--- src/ebac_defs.svh ---
// Constants for the data EEPROM byte access controller.
`ifndef EBAC_DEFS_SVH
`define EBAC_DEFS_SVH
`define EBAC_ADDR_W        9
`define EBAC_DEPTH         512
`define EBAC_READ_STALL    3'h4
`define EBAC_PROG_STALL    3'h2
`define EBAC_UNLOCK_CYC    3'h4
`define EBAC_MODE_ATOMIC   2'h0
`define EBAC_MODE_ERASE    2'h1
`define EBAC_MODE_WRITE    2'h2
`define EBAC_MODE_RSVD     2'h3
`define EBAC_ERASED        8'hFF
`define EBAC_T_ATOMIC_US   3400
`define EBAC_T_SPLIT_US    1800
`define EBAC_OSC_MHZ       8
`define EBAC_CTRL_MODE_LO  4
`define EBAC_CTRL_IRQEN    3
`define EBAC_CTRL_UNLOCK   2
`define EBAC_CTRL_GO       1
`define EBAC_CTRL_READ     0
`endif

--- src/ebac_pkg.sv ---
// Types for the data EEPROM byte access controller.
package ebac_pkg;
  typedef enum logic [1:0] {
    EBAC_IDLE  = 2'h0,
    EBAC_ERASE = 2'h1,
    EBAC_WRITE = 2'h3
  } ebac_state_t;
  typedef logic [1:0] ebac_mode_t;
endpackage

--- src/ebac_osc_timer.sv ---
// Programming time counter run from the calibrated oscillator tick.
`timescale 1ns/10ps
`include "ebac_defs.svh"
module ebac_osc_timer #(
  parameter int OSC_MHZ = `EBAC_OSC_MHZ,
  parameter int T_SPLIT = `EBAC_T_SPLIT_US * OSC_MHZ,
  parameter int T_FULL  = `EBAC_T_ATOMIC_US * OSC_MHZ
)(
  input  wire logic ref_clk,
  input  wire logic rst_b,
  input  wire logic clk_en,
  input  wire logic osc_tick,
  input  wire logic start,
  input  wire logic full_time,
  output logic      done
);
  logic [15:0] cnt_r;
  logic [15:0] cnt_nxt;
  logic        run_r;
  logic        run_nxt;
  logic        done_r;
  logic        done_nxt;

  // Counts oscillator ticks; the CPU clock only samples them.
  always_comb
  begin
    cnt_nxt  = cnt_r;
    run_nxt  = run_r;
    done_nxt = 1'b0;
    if (start)
    begin
      cnt_nxt = full_time ? 16'(T_FULL) : 16'(T_SPLIT);
      run_nxt = 1'b1;
    end
    else if (run_r && osc_tick)
    begin
      if (cnt_r <= 16'h0001)
      begin
        run_nxt  = 1'b0;
        done_nxt = 1'b1;
      end
      cnt_nxt = cnt_r - 16'h0001;
    end
  end

  always_ff @(posedge ref_clk)
  begin
    if (!rst_b)
    begin
      // A running count survives reset so the operation completes.
      if (run_r)
      begin
        cnt_r  <= cnt_nxt;
        run_r  <= run_nxt;
        done_r <= done_nxt;
      end
      else
      begin
        cnt_r  <= 16'h0000;
        run_r  <= 1'b0;
        done_r <= 1'b0;
      end
    end
    else if (clk_en)
    begin
      cnt_r  <= cnt_nxt;
      run_r  <= run_nxt;
      done_r <= done_nxt;
    end
  end

  assign done = done_r;
endmodule

--- src/ebac_ctrl.sv ---
// Data EEPROM byte access controller: registers, unlock, stall and array.
//
// Functional notes
// - Byte-wide array of 128, 256 or 512 bytes.
// - Address, data, control are CPU I/O locations.
// - Read stalls CPU four clock cycles.
// - Programming start stalls CPU two cycles.
// - Mode zero, unlocked go: erase then write.
// - Go bit stays set as busy until done.
// - No read or program while busy.
// - Mode 01: erase the addressed byte only.
// - Mode 10: write data without erase.
// - Program time counted from oscillator ticks.
// - Reset does not abort running programming.
// - Unlock clears itself after four cycles.
// - Times 3.4 ms atomic, 1.8 ms split.
// - Mode writes ignored while busy.
// - Ready interrupt level when enabled and ready.
`timescale 1ns/10ps
`include "ebac_defs.svh"
module ebac_ctrl
  import ebac_pkg::*;
#(
  parameter int DEPTH   = `EBAC_DEPTH,
  parameter int AW      = `EBAC_ADDR_W,
  parameter int OSC_MHZ = `EBAC_OSC_MHZ
)(
  input  wire logic            ref_clk,
  input  wire logic            rst_b,
  input  wire logic            clk_en,
  input  wire logic            osc_tick,
  input  wire logic            global_irq_en,
  input  wire logic            addr_wr,
  input  wire logic [AW-1:0]   addr_wdata,
  input  wire logic            data_wr,
  input  wire logic [7:0]      data_wdata,
  input  wire logic            ctrl_wr,
  input  wire logic [7:0]      ctrl_wdata,
  output logic      [AW-1:0]   nv_byte_address,
  output logic      [7:0]      nv_byte_data,
  output logic      [7:0]      nv_control,
  output logic                 cpu_stall,
  output logic                 ready_irq
);
  import ebac_pkg::*;

  // ---------------------------------------------------------------
  // State
  // ---------------------------------------------------------------
  logic [7:0]          mem_r [DEPTH];
  logic [AW-1:0]       addr_r, addr_nxt;
  logic [7:0]          data_r, data_nxt;
  ebac_mode_t          mode_r, mode_nxt;
  logic                irqen_r, irqen_nxt;
  logic                go_r, go_nxt;
  logic [2:0]          unl_r, unl_nxt;
  logic [2:0]          stall_r, stall_nxt;
  logic                stall_on_r;
  logic                unl_on_r;
  ebac_state_t         st_r, st_nxt;
  logic                irq_r, irq_nxt;
  logic                tmr_start;
  logic                tmr_done;
  logic                mem_we;
  logic [7:0]          mem_wd;
  logic [AW-1:0]       wa;

  function automatic logic ctl_bit(input logic [7:0] v, input int b);
    return v[b];
  endfunction

  ebac_osc_timer #(.OSC_MHZ(OSC_MHZ)) u_tmr (
    .ref_clk   (ref_clk),
    .rst_b     (rst_b),
    .clk_en    (clk_en),
    .osc_tick  (osc_tick),
    .start     (tmr_start),
    .full_time (mode_r == `EBAC_MODE_ATOMIC),
    .done      (tmr_done)
  );

  // ---------------------------------------------------------------
  // Next state
  // ---------------------------------------------------------------
  always_comb
  begin
    addr_nxt  = addr_r;
    data_nxt  = data_r;
    mode_nxt  = mode_r;
    irqen_nxt = irqen_r;
    go_nxt    = go_r;
    unl_nxt   = (unl_r != 3'h0) ? unl_r - 3'h1 : 3'h0;
    stall_nxt = (stall_r != 3'h0) ? stall_r - 3'h1 : 3'h0;
    st_nxt    = st_r;
    tmr_start = 1'b0;
    mem_we    = 1'b0;
    mem_wd    = data_r;
    wa        = addr_r;
    if (addr_wr && !go_r)
      addr_nxt = addr_wdata;
    if (data_wr)
      data_nxt = data_wdata;
    if (ctrl_wr)
    begin
      irqen_nxt = ctl_bit(ctrl_wdata, `EBAC_CTRL_IRQEN);
      if (!go_r)
        mode_nxt = ctrl_wdata[`EBAC_CTRL_MODE_LO +: 2];
      if (ctl_bit(ctrl_wdata, `EBAC_CTRL_UNLOCK))
        unl_nxt = `EBAC_UNLOCK_CYC;
      if (ctl_bit(ctrl_wdata, `EBAC_CTRL_READ) && !go_r)
      begin
        data_nxt  = mem_r[addr_r];
        stall_nxt = `EBAC_READ_STALL;
      end
      else if (ctl_bit(ctrl_wdata, `EBAC_CTRL_GO) && !go_r
               && unl_r != 3'h0
               && mode_r != `EBAC_MODE_RSVD)
      begin
        go_nxt    = 1'b1;
        tmr_start = 1'b1;
        stall_nxt = `EBAC_PROG_STALL;
        unl_nxt   = 3'h0;
        st_nxt    = (mode_r == `EBAC_MODE_WRITE) ? EBAC_WRITE
                                                 : EBAC_ERASE;
      end
    end
    case (st_r)
      EBAC_ERASE:
        if (tmr_done)
        begin
          mem_we = 1'b1;
          mem_wd = `EBAC_ERASED;
          if (mode_r == `EBAC_MODE_ATOMIC)
          begin
            mem_wd = data_r;
          end
          go_nxt = 1'b0;
          st_nxt = EBAC_IDLE;
        end
      EBAC_WRITE:
        if (tmr_done)
        begin
          mem_we = 1'b1;
          mem_wd = mem_r[addr_r] & data_r;
          go_nxt = 1'b0;
          st_nxt = EBAC_IDLE;
        end
      default:
        st_nxt = st_nxt;
    endcase
    irq_nxt = irqen_r && global_irq_en && !go_nxt;
  end

  // ---------------------------------------------------------------
  // Registers
  // ---------------------------------------------------------------
  always_ff @(posedge ref_clk)
  begin
    if (!rst_b)
    begin
      irqen_r    <= 1'b0;
      unl_r      <= 3'h0;
      stall_r    <= 3'h0;
      irq_r      <= 1'b0;
      stall_on_r <= 1'b0;
      unl_on_r   <= 1'b0;
      // A running operation keeps its address, data and mode to the end.
      if (go_r)
      begin
        go_r <= go_nxt;
        st_r <= st_nxt;
      end
      else
      begin
        addr_r <= '0;
        mode_r <= `EBAC_MODE_ATOMIC;
        data_r <= 8'h00;
        go_r   <= 1'b0;
        st_r   <= EBAC_IDLE;
      end
    end
    else if (clk_en)
    begin
      addr_r  <= addr_nxt;
      data_r  <= data_nxt;
      mode_r  <= mode_nxt;
      irqen_r <= irqen_nxt;
      go_r    <= go_nxt;
      unl_r   <= unl_nxt;
      stall_r <= stall_nxt;
      st_r    <= st_nxt;
      irq_r   <= irq_nxt;
      stall_on_r <= (stall_nxt != 3'h0);
      unl_on_r   <= (unl_nxt != 3'h0);
    end
  end

  // Array cells keep content through reset, as nonvolatile storage.
  always_ff @(posedge ref_clk)
  begin
    if (clk_en && mem_we)
      mem_r[wa] <= mem_wd;
  end

  assign nv_byte_address = addr_r;
  assign nv_byte_data    = data_r;
  assign nv_control      = {2'b00, mode_r, irqen_r, unl_on_r,
                            go_r, 1'b0};
  assign cpu_stall       = stall_on_r;
  assign ready_irq       = irq_r;
endmodule

--- config.mk ---
export PLATFORM = sky130hd
export DESIGN_NAME = ebac_ctrl
export DESIGN_NICKNAME = d
export VERILOG_FILES = /design/src/ebac_pkg.sv /design/src/ebac_osc_timer.sv /design/src/ebac_ctrl.sv
export VERILOG_INCLUDE_DIRS = /design/src /design/src/src
export SDC_FILE = /design/constraint.sdc
export NUM_CORES = 2
export LEC_CHECK = 0
export BUFFER_PORTS_ARGS = -buffer_cell sky130_fd_sc_hd__buf_2
export CAP_MARGIN = 20
export CORE_ASPECT_RATIO = 1.5
export CORE_MARGIN = 10
export CORE_UTILIZATION = 40
export CTS_BUF_LIST = sky130_fd_sc_hd__clkbuf_8
export DETAILED_ROUTE_END_ITERATION = 8
export GPL_TIMING_DRIVEN = 0
export HOLD_SLACK_MARGIN = 0.02
export PLACE_DENSITY_LB_ADDON = 0.15
export SLEW_MARGIN = 20
export SYNTH_ARGS = -nofsm -noshare
export SYNTH_HDL_FRONTEND = slang
export SYNTH_SLANG_ARGS = --single-unit
--- constraint.sdc ---
create_clock -name ref_clk -period 24.2 [get_ports ref_clk]
set_clock_uncertainty 0.05 [all_clocks]
set_input_delay 1.21 -clock ref_clk [delete_from_list [all_inputs] [get_ports ref_clk]]
set_output_delay 1.21 -clock ref_clk [all_outputs]
set_load 0.05 [all_outputs]
Word level (Yosys, flattened, before mapping). Memories as Yosys holds them, arrays and structs flattened. A register that Yosys moved wholly into a read port is not among the register bits. Index checks and enable logic that the tools add are counted.

Add/subtract/negate cells: 3. Magnitude comparators: 1. Equality and inequality tests: 9. Mux-type cells: 71. Bitwise gates (word level): 1. Reductions and logical operators: 21.

Operators with widths (number): $mux 16 (5); $mux 8 (9); $mux 9 (5); $mux 2 (14); $mux 1 (27); $mux 3 (9); $le 16x1->1 const B (1); $pmux 8 s2 (1); $sub 16x1->16 const B (1); $mux 15 (1); $reduce_bool 3->1 (4); $logic_and 1x1->1 (9); $and 8x8->8 (1); $ne 2x1->1 const B (3); $sub 3x1->3 const B (2); $eq 2x2->1 const B (2); $ne 2x2->1 const B (2); $reduce_and 2->1 (2); $reduce_and 4->1 (1); $ne 3x3->1 const B (1); $reduce_and 3->1 (1); $eq 2x1->1 const B (1); $logic_not 1->1 (2); $logic_not 2->1 (1); $reduce_or 2->1 (1).

Register bits after elaboration: 50. Memory bits (writable): 4096. Input bits: 33. Output and inout port bits: 27. Word-level logic and storage cells: 121. Memories kept: 1.

Memories: mem_r (depth 512, bits a word 8, rd ports 1, clocked after memory_dff 1, wr ports 1, RTL line ebac_ctrl.sv:50) `logic [7:0] mem_r [DEPTH];`.

Longest topological paths before layout.
Depth in word-level cells: 11. Mapped depth: 14. Mapped depth without buffers: 9.

Cells and area by module. Synthesis repeated with hierarchy kept, for this count alone.

Cell total of the unflattened synthesis: 8114. Area, all modules: 163043.9 sq um.

By module, submodules not included: ebac_ctrl (times used 1, cells each 8018, area each 162001.6 sq um, sequential area each 124039.0 sq um); ebac_osc_timer (times used 1, cells each 96, area each 1042.2 sq um, sequential area each 540.5 sq um).

Least setup slack after synthesis. No wires, ideal clock.

Path kind: reg-to-reg. Start point: reg (tool-made name). End point: mem mem_r[0][6] (data pin). Library setup time: 3.993 ns. Data arrival time: 21.437 ns. Required time: 20.157 ns. Slack: -1.280 ns. Stages on the path, launching flop included: 12. Buffers on the path: 5. Period minus slack after synthesis: 25.480 ns. Path through: dfxtp_1 clkbuf_2 buf_4 buf_4 buf_4 dlygate4sd3_1 a21oi_1 o21ai_0 nand4_1 nor4_1 nor2_1 nor3_1.

RTL lines (RTL line): end, declared (ebac_ctrl.sv:50).

==> results.cfg <==
[critical_path]
worst-path-max-fanout = 22
ff2ff_path_depth = 23
critPathArrivalTime_ns = 10.18
cp_common_cell = buf_8
critPathKind = flop to flop
critical-path-top-delay-family = buffers and inverters
start_kind = flop
r2r_end = mem_r[40][6]$_DFFE_PP_
cpMaxStageDelayCell = buf_2
cp-end-kind = flop
worst-r2r-setup-slack_ns = 14.93
crit_required_ns = 25.11
path_cells = inv_1 -> buf_4 -> buf_4 -> buf_2 -> buf_2 -> buf_2 -> o221ai_1 -> o21ai_0 -> o21ai_0 -> nor4_2 -> buf_4 -> buf_6 -> nor2_1 -> nor3_4 -> buf_16 -> buf_8 -> buf_8 -> buf_6 -> buf_8 -> buf_8 -> buf_8 -> buf_8 -> buf_8
cp_slowest_stage_delay_ns = 0.76
critPathBufInv = 17

[drt]
drcViolationCount = 0
wl_um = 704000
wl_per_cell_um = 47.2
num_vias = 94262
drtPass1Iterations = 8
vias_per_cell = 6.32
ant_nets = 0
drtIter0Drc = 13683

[cts]
numCtsBuffers = 622
cts_tree = yes
cts_root_buf = clkbuf_8
cts_buffer_depth = 4
insertion_delay_ns = 1.19
ctsHoldBuffers = 0
htree_levels = 6
postCtsResizedCells = 0
clk_pin_slew_worst_paths_ns = 0.07
cts.sink_count = 4155
cts_setup_buffers = 0

[die]
die_h_um = 804
die_w_um = 542
dieArea_sq_mm = 0.436
core_region_area_sq_mm = 0.408
rows = 287
initial_utilization_pct = 40.2
pin_count = 60

[place]
gp_congestion = 0.972
postPlaceCellArea_sq_mm = 0.177
pre_cts_slack_ns = 15.32
placedCellCount = 13747
dp_hpwl_um = 517000
port_buffers = 53

[finish]
synthToLayoutAreaGrowth_pct = 15.0
fin_area_sq_mm = 0.188
drive_above_1_share_pct = 24.7
n_fill_cell = 34431
nNetsFinal = 9063
layout.cells.non_filler = 14922
fin_util_pct = 46.2

[global_routing]
grtUsageTotal_pct = 31.5
antenna_found_initial = 76
grt_pass1_wl_um = 903000
grt_max_degree = 42
grt_overflow = 0
grt_pass1_vias = 93278

[synthesis]
synth_area_leader_cell = edfxtp_1
synthFlopType = edfxtp_1
synthArstFlopShare_pct = 0
yosys-top-cells-area = edfxtp_1 (76%), mux4_2 (9.0%), mux2i_1 (3.6%)
synth_most_common_cell = edfxtp_1
synth_top_area_share_pct = 75.8
synth_area_sq_mm = 0.164
ys_top_cells_by_count = edfxtp_1 (4,136), mux4_2 (656), nor2_1 (596), mux2i_1 (591), o221ai_1 (243)
synth_seq_cells = 4155
ys_warn_count = 0
avgSynthCellArea_sq_um = 20.4
synth_edf_count = 4136
synth_cell_types = 77
yosysSeqAreaShare_pct = 76.1
netlist_instances = 8028

[min_path]
min_path_cells = 3
holdPathEnd = irqen_r$_SDFFE_PN0P_
hold_path.class = input port to flop
hold_path_startpoint = ctrl_wdata[3]

[flow_run]
maxCapViolCount = 0

[sta]
slew_headroom_pct = 10.4
hold_viol_final = 0
setup_slack_ns = 14.93
setup_violations = 0
min_period_over_period_pct = 38.3
tightest_slew_ns = 1.33
timing.fmax_mhz = 108
maxSlewViolCount = 0
rsz0062_at_grt = false
fin_crit_ns = 9.27

[power]
ir_worst_vdd_mv = 0.0550
fin_total_pwr_mw = 16.7
power.density_mw_per_mm2 = 88.5
p_leak_nw = 60.4

[status]
status = complete, no violations
[power by group]
group | leakage, nW | switching (mW) | internal, mW
Sequential | 37.6 | 0.0174 | 8.16
Clock | 6.48 | 2.85 | 2.62
Combinational | 16.3 | 2.15 | 0.872
[sequential cells by signal, summed over array words and instances (netlist names), 2 cells and up, named ones only]
signal           cells
mem_r             4096
mode_r               2
nv_byte_address      9
nv_byte_data         8
st_r                 2
stall_r              3
u_tmr.cnt_r         16
unl_r                3
[metrics by stage]
step / TNS [ns] / hold slack (ns)
2_1_floorplan: -600.47 / 0.397
3_3_place_gp: - / 0.393
3_5_place_dp: 0 / 0.389
4_1_cts: 0 / 0.216
5_1_grt: 0 / 0.291
6_report: 0 / 0.304
[final cells by class]
cell class / instances / area (sq um) / share of cell area, %
buffer: 507 / 3990 / 2.12
multi-input combinational: 3354 / 35700 / 19.0
clock buffer: 647 / 8900 / 4.73
inverter: 14 / 52.6 / 0.0279
clock inverter: 447 / 2300 / 1.22
timing repair buffer: 374 / 5900 / 3.13
antenna: 78 / 195 / 0.104
tap: 5346 / 6690 / 3.55
sequential: 4155 / 125000 / 66.1
[layout by cell type, fill, tap and decap left out, drive strengths merged, types with 7 or more instances in the layout]
| master | n |
|---|---|
| nor4 | 34 |
| a2111oi | 8 |
| a21oi | 179 |
| a211oi | 17 |
| mux2 | 46 |
| o21ai | 119 |
| o221ai | 250 |
| mux4 | 783 |
| clkbuf | 858 |
| buf | 669 |
| bufinv | 13 |
| nor2 | 596 |
| mux2i | 591 |
| dfxtp | 19 |
| and2 | 18 |
| or2b | 7 |
| or2 | 8 |
| o31ai | 9 |
| clkinvlp | 15 |
| a22oi | 21 |
| nand4 | 18 |
| nor2b | 13 |
| nand2 | 168 |
| xnor2 | 10 |
| inv | 242 |
| a22o | 34 |
| a221oi | 18 |
| diode | 78 |
| nand3 | 17 |
| nand2b | 20 |
| nor3 | 105 |
| clkinv | 191 |
| edfxtp | 4136 |
| o22ai | 176 |
| o32ai | 10 |
[metal layers]
layer  GRT usage [%]  vias to the layer above  wire, um
li1                -                    35698         -
met1            33.0                    49602    217000
met2            50.6                     6668    332000
met3            8.00                     2256     65500
met4            31.8                       38     89500
met5               0                        -       277
[kinds of logic after synthesis]
kind of cell / Yosys count / synth area share [%]
AO/OA/AOI/OAI: 871 / 3.70
XOR/XNOR: 14 / 0.0749
adder cells (fa/ha/maj): 2 / 0.0153
buffers and inverters: 521 / 2.33
flip-flops: 4155 / 76.1
multiplexers: 1420 / 15.0
other: 1 / 0.00229
AND/OR/NAND/NOR: 1044 / 2.82
[worst max-delay path by stage]
| stage | start | to | slack (ns) | depth (start not counted) |
|---|---|---|---|---|
| after floorplan | flop | mem_r[0][1]$_DFFE_PP_ | -1.17 | 14 |
| after global placement | flop | mem_r[34][1]$_DFFE_PP_ | -34.18 | 11 |
| after detailed placement | flop | mem_r[42][6]$_DFFE_PP_ | 15.32 | 23 |
| after CTS | flop | mem_r[204][6]$_DFFE_PP_ | 15.26 | 23 |
| after global routing | flop | mem_r[42][6]$_DFFE_PP_ | 15.23 | 23 |
| final | flop | mem_r[40][6]$_DFFE_PP_ | 14.93 | 23 |
[worst reg2reg max path, delay by kind of cell (launching register included)]
kind | cells | cell delay [ns]
AOI/OAI and AO/OA | 3 | 1.31
buffers and inverters | 17 | 6.15
DFF | 1 | 0.48
and+or+nand+nor | 3 | 1.03
(Power assumes the default switching activity.)
